File: src/hw/rxsp_pkg.sv
package rxsp_pkg;
  // ----------------------------------------------------------------
  // widths
  // ----------------------------------------------------------------
  localparam int DATA_W = 32;
  localparam int HALF_W = 16;
  localparam int CHAN_W = 8;
  localparam int ADDR_W = 5;
  localparam int MOD_W = 2;
  // ----------------------------------------------------------------
  // field positions and reset values
  // ----------------------------------------------------------------
  localparam int CHAN_LSB = 0;
  localparam logic [31:0] DATA_RST = 32'h0000_0000;
  localparam logic [1:0] MOD_RST = 2'h0;
  localparam logic [4:0] ADDR_RST = 5'h00;
  // ----------------------------------------------------------------
  // read clock limits, for reference by the bench
  // ----------------------------------------------------------------
  localparam int L3_CLK_MIN_MHZ = 60;
  localparam int L3_CLK_MAX_MHZ = 104;
  localparam int L2_CLK_MIN_MHZ = 30;
  localparam int L2_CLK_MAX_MHZ = 52;
  // ----------------------------------------------------------------
  // sampler depth
  // ----------------------------------------------------------------
  localparam int SYNC_STAGES = 2;
endpackage : rxsp_pkg

File: src/hw/rxsp_port.sv
`timescale 1ns/1ps
module rxsp_port
  import rxsp_pkg::*;
(
  // clock, reset, enable
  input wire logic clk,
  input wire logic rst_n,
  input wire logic clk_en,
  // configuration
  input wire logic cfg_packet_mode,
  input wire logic cfg_level3,
  input wire logic cfg_odd_parity,
  // link pins
  input wire logic rx_fifo_read_clock,
  input wire logic rx_read_enable_n,
  input wire logic [rxsp_pkg::ADDR_W-1:0] rx_channel_address,
  output logic [rxsp_pkg::DATA_W-1:0] rx_data_bus,
  output logic rx_data_parity,
  output logic rx_start_of_cell,
  output logic rx_start_of_packet,
  output logic rx_end_of_packet,
  output logic [rxsp_pkg::MOD_W-1:0] rx_word_modulo,
  output logic rx_packet_error,
  output logic rx_data_valid,
  output logic rx_transfer_start,
  // fifo side: word for the selected channel
  output logic [rxsp_pkg::ADDR_W-1:0] fifo_channel,
  output logic fifo_pop,
  input wire logic fifo_avail,
  input wire logic [rxsp_pkg::DATA_W-1:0] fifo_data,
  input wire logic fifo_first,
  input wire logic fifo_last,
  input wire logic [rxsp_pkg::MOD_W-1:0] fifo_mod,
  input wire logic fifo_bad,
  input wire logic fifo_chan_report
);
  // ----------------------------------------------------------------
  // pin sampling
  // ----------------------------------------------------------------
  localparam int PIN_W = 2 + ADDR_W;
  logic [PIN_W-1:0] pin_sync;
  logic rclk_s;
  logic rx_read_enable_n_s;
  logic [ADDR_W-1:0] addr_s;
  logic rclk_prev_q;
  logic rx_read_enable_n_prev_q;
  logic [ADDR_W-1:0] chan_q;
  logic [DATA_W-1:0] data_q;
  logic par_q;
  logic soc_q;
  logic sop_q;
  logic eop_q;
  logic [MOD_W-1:0] mod_q;
  logic err_q;
  logic val_q;
  logic sx_q;

  rxsp_sync #(.W(PIN_W)) u_sync (
    .clk(clk),
    .rst_n(rst_n),
    .clk_en(clk_en),
    .async_in({rx_fifo_read_clock, rx_read_enable_n, rx_channel_address}),
    .sync_out(pin_sync)
  );

  assign rclk_s = pin_sync[PIN_W-1];
  assign rx_read_enable_n_s = pin_sync[PIN_W-2];
  assign addr_s = pin_sync[ADDR_W-1:0];

  // ----------------------------------------------------------------
  // edge decode
  // ----------------------------------------------------------------
  // the read clock is assumed free-running in every mode
  wire rclk_rise = rclk_s & ~rclk_prev_q;
  // enable sampled low on a read-clock rise moves the bus
  wire read_taken = rclk_rise & ~rx_read_enable_n_s;
  // high-to-low seen across two read-clock samples
  wire sel_edge = read_taken & rx_read_enable_n_prev_q;
  wire [ADDR_W-1:0] cur_chan = sel_edge ? addr_s : chan_q;
  // an empty fifo gives an invalid word; the reader watches valid
  wire word_ok = fifo_avail;
  wire in_pkt = cfg_packet_mode;
  wire wide = cfg_level3;

  // ----------------------------------------------------------------
  // next word shaping
  // ----------------------------------------------------------------
  // channel report only in level 3 packet mode
  wire report = in_pkt & wide & fifo_chan_report & word_ok;
  wire [DATA_W-1:0] chan_word =
    {{(DATA_W-CHAN_W){1'b0}}, {(CHAN_W-ADDR_W){1'b0}}, cur_chan};
  // fifo word is stored msb-first, first bit lands on lane 31
  wire [DATA_W-1:0] raw_word = report ? chan_word : fifo_data;
  // upper lanes forced to zero in level 2
  wire [DATA_W-1:0] next_data = wide ? raw_word :
    {{(DATA_W-HALF_W){1'b0}}, raw_word[HALF_W-1:0]};
  // level 2 reduction sees only the low half since upper is zero
  wire even_par = ^next_data;
  wire next_par = even_par ^ cfg_odd_parity;
  wire last_ok = in_pkt & word_ok & ~report & fifo_last;
  // cell start marker
  wire next_soc = ~in_pkt & word_ok & fifo_first;
  wire next_sop = in_pkt & word_ok & ~report & fifo_first;
  // modulo only meaningful with end; level 2 uses bit 0 only
  wire [MOD_W-1:0] next_mod = ~last_ok ? MOD_RST :
    (wide ? fifo_mod : {1'b0, fifo_mod[0]});
  // error never without end
  wire next_err = last_ok & fifo_bad;
  wire next_val = in_pkt & word_ok & ~report;
  wire next_sx = report;

  // pop only a real data word; a report word stays in the fifo
  assign fifo_pop = read_taken & word_ok & ~report;
  assign fifo_channel = cur_chan;

  // ----------------------------------------------------------------
  // edge history and channel select
  // ----------------------------------------------------------------
  always_ff @(posedge clk or negedge rst_n) begin
    if (!rst_n) begin
      rclk_prev_q <= 1'b0;
      rx_read_enable_n_prev_q <= 1'b1;
      chan_q <= ADDR_RST;
    end else if (clk_en) begin
      rclk_prev_q <= rclk_s;
      if (rclk_rise) begin
        rx_read_enable_n_prev_q <= rx_read_enable_n_s;
      end
      if (sel_edge) begin
        chan_q <= addr_s;
      end
    end
  end

  // ----------------------------------------------------------------
  // output registers: load on a taken read, else hold
  // ----------------------------------------------------------------
  // dropping enable at any point simply holds the bus
  always_ff @(posedge clk or negedge rst_n) begin
    if (!rst_n) begin
      data_q <= DATA_RST;
      par_q <= 1'b0;
      soc_q <= 1'b0;
      sop_q <= 1'b0;
      eop_q <= 1'b0;
      mod_q <= MOD_RST;
      err_q <= 1'b0;
      val_q <= 1'b0;
      sx_q <= 1'b0;
    end else if (clk_en && read_taken) begin
      data_q <= next_data;
      par_q <= next_par;
      soc_q <= next_soc;
      sop_q <= next_sop;
      eop_q <= last_ok;
      mod_q <= next_mod;
      err_q <= next_err;
      val_q <= next_val;
      sx_q <= next_sx;
    end
  end

  // ----------------------------------------------------------------
  // pin drive
  // ----------------------------------------------------------------
  assign rx_data_bus = data_q;
  assign rx_data_parity = par_q;
  assign rx_start_of_cell = soc_q;
  assign rx_start_of_packet = sop_q;
  assign rx_end_of_packet = eop_q;
  assign rx_word_modulo = mod_q;
  assign rx_packet_error = err_q;
  assign rx_data_valid = val_q;
  assign rx_transfer_start = sx_q;
endmodule : rxsp_port

File: src/hw/rxsp_sync.sv
`timescale 1ns/1ps
// two-flop synchroniser for a bundle of external levels
module rxsp_sync #(
  parameter int W = 1
) (
  // clock and reset
  input wire logic clk,
  input wire logic rst_n,
  input wire logic clk_en,
  // levels
  input wire logic [W-1:0] async_in,
  output logic [W-1:0] sync_out
);
  logic [W-1:0] meta_q;

  // ----------------------------------------------------------------
  // two stages; the first feeds only the second
  // ----------------------------------------------------------------
  always_ff @(posedge clk or negedge rst_n) begin
    if (!rst_n) begin
      meta_q <= '0;
      sync_out <= '0;
    end else if (clk_en) begin
      meta_q <= async_in;
      sync_out <= meta_q;
    end
  end
endmodule : rxsp_sync
File: config.mk
export PLATFORM = sky130hd
export DESIGN_NAME = rxsp_port
export DESIGN_NICKNAME = d
export VERILOG_FILES = /design/src/hw/rxsp_pkg.sv /design/src/hw/rxsp_port.sv /design/src/hw/rxsp_sync.sv
export SDC_FILE = /design/constraint.sdc
export NUM_CORES = 1
export LEC_CHECK = 0
export BUFFER_PORTS_ARGS = -buffer_cell sky130_fd_sc_hd__buf_4
export CAP_MARGIN = 20
export CORE_UTILIZATION = 45
export CTS_CLUSTER_DIAMETER = 80
export DETAILED_ROUTE_END_ITERATION = 8
export PLACE_DENSITY_LB_ADDON = 0.05
export SLEW_MARGIN = 20
export SYNTH_ARGS = -nofsm -noshare
export SYNTH_HDL_FRONTEND = slang
export SYNTH_SLANG_ARGS = --single-unit
File: constraint.sdc
create_clock -name clk -period 3.2 [get_ports clk]
set_input_delay 0.64 -clock clk [delete_from_list [all_inputs] [get_ports clk]]
set_output_delay 0.64 -clock clk [all_outputs]
set_load 0.02 [all_outputs]
==> run_results.csv, run 1 <==
group,metric,value,unit
run_status,run_status,"finished clean",
clock_tree,tritoncts_clock_tree,"done",
worst_setup_path,setup.worst_path.end,"fifo_channel[4]",
synth,synth_top_flop_cell,"dfrtp_1",
clock_tree,cts_resized,0,
drt,drtPass1Iterations,5,
worst_setup_path,worstSetupStartpoint,"rx_read_enable_n_prev_q$_DFFE_PN1P_",
synth,edff_count_synth,0,
timing,setup_violations,0,
run,drv.max_cap_violation_count,0,
clock_tree,postCtsSetupBuffers,0,
worst_setup_path,crit_path_end_kind,"primary output",
synth,netlist_area,2784,um2
drt,detail_route.iter0.violations,100,
placed_design,placedCellCount,397,
synth,post_synth_main_area_contributors,"dfrtp_1, xnor2_1, a22o_1",
worst_setup_path,worstPathRequired,2.56,ns
clock_tree,clk_buf_depth,2,
clock_tree,cts_inserted_buffers,9,
synth,synthesis.instances,234,
timing,layout_worst_path_cycle_share,81.60,%
global_routing,globalRoute.totalOverflow,0,
timing,drv_slew,0,
synth,synthArstFlopShare,100.0,%
synth,synth-warning-count,0,
clock_tree,post_cts_hold_buffer_count,0,
synth,synth_seq_area_share,55.78,%
worst_setup_path,number_of_cells_traversed_by_the_worst_register_to_register_path,7,
layout,antenna_cells_inserted,0,
synth,synthMostInstantiatedCell,"dfrtp_1",
global_routing,grt.total_usage,19.73,%
worst_setup_path,crit_fanout,7,
layout,final_layout_size_suffix_gt1_share,39.94,%
global_routing,grt_antenna_before_repair,0,
worst_setup_path,crit_slowest_cell,"dfstp_2",
drt,route.detailed.drc,0,
floorplan,chipHeight,80.66,um
global_routing,grt_max_degree,63,
timing,worst_pin_slew,0.7773,ns
drt,via_count,2085,
clock_tree,cts_htree_levels,3,
timing,period_minus_slack,2.611,ns
synth,netlist.area_leader.share,54.83,%
pwr,p_per_area,775.1,nW/um2
worst_setup_path,cp.arrival,1.97,ns
synth,cell_taking_the_most_area_after_synthesis,"dfrtp_1",
floorplan,floorplan.initialDensity,46.74,%
layout,area_delta_synth_final,36.63,%
clock_tree,numClockSinks,62,
timing,maxSlewHeadroom,48.18,%
layout,final_cell_count_no_fill,413,
synth,yosysUniqueCellTypes,28,
synth,yosys_register_bits,62,
worst_setup_path,critical_path.startpoint_type,"flop",
floorplan,number_of_top_level_design_ports,99,
floorplan,design.die.area,6505,um2
min_path,hp-class,"in -> async",
worst_setup_path,worstPathCellList,"and4bb_1 -> mux2i_1 -> inv_1 -> buf_4",
clock_tree,clockRootBuffer,"clkbuf_8",
timing,grt_setup_unrepaired,"false",
synth,synthesis.nets,286,
floorplan,core_box_area,5956,um2
synth,postSynthAreaPerCell,11.90,um2
pwr,leakage_power_total,1.811,nW
synth,synth.cells.most_frequent,"dfrtp_1, xnor2_1, a22o_1",
floorplan,dieWidth,80.66,um
placed_design,gp_routability_congestion,0.7170,
layout,net_count_of_the_finished_layout,385,
floorplan,floorplan.rows,28,
placed_design,port-buffer-count,98,
worst_setup_path,regToRegEndpoint,"rx_data_parity$_DFFE_PN0P_",
drt,drt-vias-per-instance,5.048,
timing,clock_skew,0.008044,ns
timing,final.setup.tns,0,ns
pwr,peakVddDrop,0.3825,mV
drt,postRouteAntennaNets,0,
clock_tree,clk-insertion-delay-late,0.33,ns
timing,report.final.hold_viol_count,0,
drt,drt-wirelength-per-cell,14.52,um
timing,max_freq,383.0,MHz
worst_setup_path,timing.critical_path.slowest_cell_delay,0.53,ns
worst_setup_path,critical_path.reg2reg.startpoint,"rx_read_enable_n_prev_q$_DFFE_PN1P_",
placed_design,place_hpwl,4265,um
global_routing,grt_first_pass_wirelength,9522,um
worst_setup_path,critPathKind,"reg -> out",
worst_setup_path,ff2ff_setup_slack,0.99,ns
global_routing,vias_in_the_first_global_route,1963,
clock_tree,clk_pin_slew,0.07,ns
drt,postRouteWirelength,5996,um
==> power by group <==
group	switching, W	leakage, nW	internal (W)
Combinational	0.000537	0.931	0.000528
Clock	0.000299	0.108	0.000457
Sequential	0.000130	0.771	0.000997
Total	0.000966	1.81	0.00198
==> worst max-delay path: cells and delay by family, from the launching register on <==
kind / cells / cell delay [ns]
and+or+nand+nor: 1 / 0.44
muxes: 1 / 0.42
buffers and inverters: 2 / 0.25
DFF: 1 / 0.53
==> per-stage QoR <==
stage	instance area, um2	util [%]	power [W]	hold slack, ns	worst slack, ns
after floorplan	2784	-	0.001756	0.3444	1.244
after global placement	3581	60.13	0.002198	0.4656	0.9437
after detailed placement	3581	60.13	0.002215	0.4718	0.9502
after CTS	3804	63.87	0.002982	0.4146	0.5782
after global routing	3804	63.87	0.003131	0.4409	0.4892
final	3804	63.87	0.002948	0.3855	0.5888
==> cell type report <==
cell class | count | area [um2]
Clock buffer | 10 | 137.6
Inverter | 7 | 26.28
Fill cell | 489 | 2152
Multi-Input combinational cell | 153 | 1157
Timing Repair Buffer | 100 | 750.7
Sequential cell | 62 | 1553
Clock inverter | 6 | 85.08
Tap cell | 75 | 93.84
==> flip-flops by register name, indices dropped and copies added (netlist names) <==
name                     flops
chan_q                       5
rclk_prev_q                  1
rx_data_bus                 32
rx_data_parity               1
rx_data_valid                1
rx_end_of_packet             1
rx_packet_error              1
rx_read_enable_n_prev_q      1
rx_start_of_cell             1
rx_start_of_packet           1
rx_transfer_start            1
rx_word_modulo               2
u_sync.meta_q                7
u_sync.sync_out              7
==> metal layers <==
layer  vias to the layer above  part of all wire, %  GRT usage [%]
met4                         0                 0.63          5.893
met1                       989                   49          28.45
met2                        75                   43          27.80
li1                       1017                    -              -
met5                         -                    0              0
met3                         4                  7.6          6.591
==> worst min-delay path by stage <==
| stage | to | slack (ns) | cells past startpoint |
|---|---|---|---|
| global route | rx_transfer_start$_DFFE_PN0P_ | 0.44 | 1 |
| floorplan | chan_q[0]$_DFFE_PN0P_ | 0.34 | 0 |
| finish | rx_data_bus[0]$_DFFE_PN0P_ | 0.39 | 1 |
| global placement | rx_data_bus[4]$_DFFE_PN0P_ | 0.47 | 2 |
| detailed placement | rx_data_bus[4]$_DFFE_PN0P_ | 0.47 | 2 |
| CTS | rx_transfer_start$_DFFE_PN0P_ | 0.41 | 1 |
==> cells in the final DEF, fill, tap and decap left out, drive strengths merged <==
cell,count
buf,100
dfrtp,61
xnor2,30
a22o,29
mux2,16
nand2,16
nor2,15
a21oi,12
o21ai,12
clkbuf,10
inv,7
mux2i,6
xor2,5
nand3b,2
clkinv,2
bufinv,2
clkinvlp,2
nand3,2
and4bb,1
nor3b,1
nand4,1
and3,1
a211oi,1
xnor3,1
a21o,1
a32o,1
dfstp,1
==> kinds of logic after synthesis <==
kind of cell | count (synthesis) | share of synthesized area, %
AND/OR/NAND/NOR | 39 | 6.697
multiplexers | 22 | 8.629
XOR/XNOR | 36 | 11.82
flip-flops | 62 | 55.78
AO/OA/AOI/OAI | 56 | 14.34
buffers and inverters | 19 | 2.741
No activity file was read; power rests on OpenSTA's default activity.
==> run 2: changes to the inputs <==
Clock period 3.2 ns to 2.6 ns, I/O delays scaled along.
==> run 2 against run 1 <==
  * Global-route usage is 0.92 points higher
  * Non-clock buffer count is 4 higher
  * Clock skew hardly changed
  * First-iteration DRC count is 40% lower
  * Final cell count is 0.97% higher
  * Power is 27% higher
  * Clock power is 36% higher
  * Register-to-register slack worse by 0.45 ns
  * Via count is 1.9% higher
  * Clock-buffer cell count is 2 higher
  * Die area stayed put
  * Worst setup slack worse by 0.41 ns
==> run_results.csv, run 2 (synthesized netlist as in run 1, its figures left out) <==
group,metric,value,unit
run_status,run_status,"finished clean",
layout,final_cell_mix,"buf_4, dfrtp_1, xnor2_1, a22o_1, mux2_2",
drt,via_count,2124,
placed_design,place_hpwl,4335,um
worst_setup_path,critical_path.reg2reg.startpoint,"rx_read_enable_n_prev_q$_DFFE_PN1P_",
floorplan,floorplan.initialDensity,46.74,%
pwr,pwr-share-clk,27.5,%
pwr,leakage_power_total,1.842,nW
timing,period_minus_slack,2.424,ns
timing,setup_violations,0,
worst_setup_path,worstPathRequired,2.08,ns
clock_tree,cts_htree_levels,3,
clock_tree,postCtsSetupBuffers,0,
pwr,power.combinational.fraction,35.4,%
clock_tree,numClockSinks,62,
floorplan,floorplan.rows,28,
pwr,pnr_total_power,0.003744,W
clock_tree,clk_buf_depth,2,
pwr,sequentialPowerShare,37.1,%
clock_tree,cts_inserted_buffers,9,
clock_tree,clockRootBuffer,"clkbuf_8",
global_routing,vias_in_the_first_global_route,2006,
timing,max_freq,412.5,MHz
timing,grt_setup_unrepaired,"false",
pwr,switching_power,0.001199,W
clock_tree,clk-insertion-delay-late,0.34,ns
global_routing,globalRoute.totalOverflow,0,
clock_tree,cts_resized,0,
timing,clock_skew,0.008505,ns
min_path,hp-class,"in -> async",
placed_design,gp_routability_congestion,0.7136,
worst_setup_path,worstSetupStartpoint,"rx_read_enable_n_prev_q$_DFFE_PN1P_",
floorplan,core_box_area,5956,um2
worst_setup_path,cp.arrival,1.90,ns
worst_setup_path,critPathKind,"reg -> out",
clock_tree,post_cts_hold_buffer_count,0,
pwr,p_per_area,972.1,nW/um2
clock_tree,tritoncts_clock_tree,"done",
timing,drv_slew,0,
floorplan,dieWidth,80.66,um
floorplan,design.die.area,6505,um2
run,drv.max_cap_violation_count,0,
pwr,cell_internal_pwr,0.002545,W
drt,detail_route.iter0.violations,60,
layout,largest_register_ff_count,32,
timing,final.setup.tns,0,ns
layout,final_layout_size_suffix_gt1_share,40.06,%
drt,drt-vias-per-instance,5.094,
layout,antenna_cells_inserted,0,
global_routing,grt_antenna_before_repair,0,
pwr,sw_frac_of_total,32.03,%
floorplan,number_of_top_level_design_ports,99,
clock_tree,clk_pin_slew,0.06,ns
worst_setup_path,crit_path_end_kind,"primary output",
drt,postRouteAntennaNets,0,
worst_setup_path,crit_fanout,7,
worst_setup_path,number_of_cells_traversed_by_the_worst_register_to_register_path,7,
drt,route.detailed.drc,0,
drt,postRouteWirelength,6254,um
drt,drtPass1Iterations,5,
timing,maxSlewHeadroom,47.37,%
placed_design,port-buffer-count,98,
global_routing,grt_max_degree,63,
floorplan,chipHeight,80.66,um
timing,report.final.hold_viol_count,0,
timing,layout_worst_path_cycle_share,93.23,%
timing,worst_pin_slew,0.7895,ns
layout,commonest_non_fill_non_tap_cell_in_the_layout,"buf_4",
drt,drt-wirelength-per-cell,15.00,um
pwr,peakVddDrop,0.5033,mV
global_routing,grt.total_usage,20.65,%
global_routing,grt_first_pass_wirelength,9825,um
worst_setup_path,critical_path.startpoint_type,"flop",
layout,area_delta_synth_final,38.34,%
layout,net_count_of_the_finished_layout,389,
run 2: cell types whose count changed in the layout (fill, tap and decap cells not counted):
cell	delta
clkinv_2	-1
buf_4	+4
clkinvlp_4	-2
bufinv_16	+1
clkbuf_1	+2
run 2: final timing paths:
path / endpoint / slack (ns)
max reg2reg: rx_data_parity$_DFFE_PN0P_ / 0.54
min in group clk: rx_word_modulo[0]$_DFFE_PN0P_ / 0.40
min reg2reg: rx_start_of_cell$_DFFE_PN0P_ / 0.48
max in group asynchronous: rx_data_bus[9]$_DFFE_PN0P_ / 1.82
max: fifo_channel[3] / 0.18
min: rx_transfer_start$_DFFE_PN0P_ / 0.26
run 2: critical path, cell delays in order (launching register included):
cell	delay (ns)
dfstp_2	0.53
and4bb_1	0.43
mux2i_1	0.38
inv_1	0.07
buf_4	0.16
run 2: per-layer routing:
| metal | part of all wire [%] | routed length (um) | track usage, % |
|---|---|---|---|
| met1 | 47 | 2941 | 27.80 |
| met2 | 44 | 2736 | 29.83 |
| met3 | 7.4 | 464 | 7.159 |
| met4 | 1.8 | 112 | 9.107 |
| met5 | 0 | 0 | 0 |
run 2: area by class of cell:
| class | count | area, um2 |
|---|---|---|
| repair buffers | 104 | 780.7 |
| multi-input cells | 153 | 1157 |
| clock inverters | 4 | 95.09 |
| flip-flops and latches | 62 | 1553 |
| inverters | 7 | 26.28 |
| clock buffers | 12 | 145.1 |
| well taps | 75 | 93.84 |
| fillers | 504 | 2105 |
run 2: power by group through the flow:
stage | registers (W) | logic, W | clock network, W
after floorplan | 0.00162 | 0.000543 | 0
after CTS | 0.00139 | 0.00134 | 0.00105
after global routing | 0.00142 | 0.00143 | 0.00109
after global placement | 0.00139 | 0.00131 | 0
final | 0.00139 | 0.00133 | 0.00103
after detailed placement | 0.00140 | 0.00133 | 0
run 2: through the flow:
step                      worst slack [ns]  utilization [%]  hold WS [ns]  area [um2]  std cells
after floorplan                     0.8113                -        0.2244        2784        234
after global placement              0.5403            60.63        0.4621        3611        401
after detailed placement            0.5426            60.63        0.4727        3611        401
after CTS                           0.1617            64.66        0.2894        3851        417
after global routing               0.08208            64.66        0.3088        3851        417
final                               0.1760            64.66        0.2591        3851        417
==> run 3: changes to the inputs <==
Settings changed: SETUP_SLACK_MARGIN set to 0.5.
==> run 3 against run 2 <==
  * Final cell count grew 1.9%
  * Critical endpoint is now fifo_channel[2]
  * Sequential share of layout area is 1.5 points lower
  * Largest cell class unchanged
  * Clock-buffer cell count is the same
  * Combinational power grew 12%
  * Critical path type unchanged
  * Routed wire length rose by 6.4%
==> run_results.csv, run 3 (synthesized netlist as in run 1, its figures left out) <==
group,metric,value,unit
timing,setup_violations,0,
pwr,leakage_power_total,1.918,nW
worst_setup_path,crit_path_end_kind,"primary output",
floorplan,core_box_area,5956,um2
layout,area_delta_synth_final,43.78,%
timing,report.final.hold_viol_count,0,
global_routing,grt_first_pass_wirelength,10450,um
drt,detail_route.iter0.violations,64,
global_routing,grt.total_usage,21.91,%
floorplan,floorplan.rows,28,
timing,maxSlewHeadroom,47.04,%
timing,worst_pin_slew,0.7944,ns
drt,via_count,2208,
floorplan,floorplan.initialDensity,46.74,%
floorplan,chipHeight,80.66,um
worst_setup_path,critical_path.startpoint_type,"flop",
timing,max_freq,438.9,MHz
timing,layout_worst_path_cycle_share,87.63,%
pwr,p_per_area,982.9,nW/um2
worst_setup_path,cp.arrival,1.76,ns
clock_tree,clk_pin_slew,0.07,ns
placed_design,port-buffer-count,98,
floorplan,dieWidth,80.66,um
layout,commonest_non_fill_non_tap_cell_in_the_layout,"buf_4",
global_routing,grt_max_degree,63,
run,drv.max_cap_violation_count,0,
worst_setup_path,critPathKind,"reg -> out",
clock_tree,clk_buf_depth,2,
placed_design,place_hpwl,4335,um
clock_tree,clockRootBuffer,"clkbuf_8",
floorplan,number_of_top_level_design_ports,99,
pwr,peakVddDrop,0.5124,mV
drt,drt-wirelength-per-cell,15.65,um
global_routing,grt_antenna_before_repair,0,
run_status,run_status,"finished clean",
timing,drv_slew,0,
clock_tree,clk-insertion-delay-late,0.34,ns
layout,final_cell_count_no_fill,425,
drt,drt-vias-per-instance,5.195,
worst_setup_path,worstPathRequired,2.08,ns
drt,route.detailed.drc,0,
global_routing,globalRoute.totalOverflow,0,
worst_setup_path,crit_fanout,7,
timing,grt_setup_unrepaired,"true",
timing,clock_skew,0.008407,ns
drt,postRouteWirelength,6653,um
layout,final_cell_mix,"buf_4, dfrtp_1, xnor2_1, a22o_1, mux2_2",
clock_tree,cts_htree_levels,3,
layout,antenna_cells_inserted,0,
clock_tree,tritoncts_clock_tree,"done",
layout,final_layout_size_suffix_gt1_share,44.86,%
layout,net_count_of_the_finished_layout,397,
timing,final.setup.tns,0,ns
clock_tree,numClockSinks,62,
floorplan,design.die.area,6505,um2
placed_design,placedCellCount,401,
layout,largest_register_ff_count,32,
min_path,hp-class,"in -> async",
placed_design,gp_routability_congestion,0.7136,
drt,postRouteAntennaNets,0,
global_routing,vias_in_the_first_global_route,2122,
clock_tree,post_cts_hold_buffer_count,0,
clock_tree,cts_inserted_buffers,9,
timing,period_minus_slack,2.278,ns
drt,drtPass1Iterations,4,
## run 3: cell count changes in the layout (fill, tap and decap cells not counted), sizes merged
cell,change
buf,+8
## run 3: power by group
part,switching [W],internal [W]
combinational,0.000723,0.000772
clock,0.000370,0.000663
sequential,0.000179,0.00123
## run 3: final timing paths
kind	start	end	slack, ns	cells after the start
setup / recovery	rx_read_enable_n_prev_q$_DFFE_PN1P_	fifo_channel[2]	0.32	4
hold / removal	rst_n	rx_transfer_start$_DFFE_PN0P_	0.26	1
setup reg to reg	rx_read_enable_n_prev_q$_DFFE_PN1P_	rx_data_parity$_DFFE_PN0P_	0.51	9
hold reg to reg	rx_data_bus[3]$_DFFE_PN0P_	rx_data_bus[3]$_DFFE_PN0P_	0.48	2
max in group asynchronous	rst_n	rx_data_bus[20]$_DFFE_PN0P_	1.81	1
min in group clk	fifo_mod[0]	rx_word_modulo[0]$_DFFE_PN0P_	0.40	2
## run 3: critical path: stages (launching register included)
cell and delay (ns):
dfstp_2 0.53, and4bb_4 0.38, mux2i_2 0.29, inv_1 0.08, buf_6 0.13
## run 3: what timing repair did
action / CTS / global route
endpoints found under the hold margin: 0 / 0
pin swaps: 0 / 2
setup endpoints to repair: 5 / 7
buffers inserted: 5 / 3
gates resized for setup: 15 / 9
## run 3: final cells by class
class                           instances  area, um2
Sequential cell                        62       1553
Tap cell                               75      93.84
Timing Repair Buffer                  112      867.1
Fill cell                             477       1953
Clock buffer                           12      145.1
Clock inverter                          4      95.09
Multi-Input combinational cell        153       1222
Inverter                                7      26.28
## run 3: layer usage
| layer | vias up | share of wire, % | global-route usage, % |
|---|---|---|---|
| met5 | - | 0 | 0 |
| met4 | 0 | 1.5 | 9.464 |
| met2 | 71 | 46 | 32.54 |
| met3 | 8 | 6.8 | 7.045 |
| met1 | 1089 | 46 | 29.18 |
| li1 | 1040 | - | - |
## run 3: through the flow
step / setup WS [ns] / util (%) / cell area [um2] / hold WS, ns / total power, W
2_1_floorplan: 0.8113 / - / 2784 / 0.2244 / 0.002162
3_3_place_gp: 0.5403 / 60.63 / 3611 / 0.4621 / 0.002704
3_5_place_dp: 0.5426 / 60.63 / 3611 / 0.4727 / 0.002727
4_1_cts: 0.3466 / 66.43 / 3956 / 0.2894 / 0.003894
5_1_grt: 0.2492 / 67.21 / 4003 / 0.3085 / 0.004125
6_report: 0.3217 / 67.21 / 4003 / 0.2609 / 0.003934
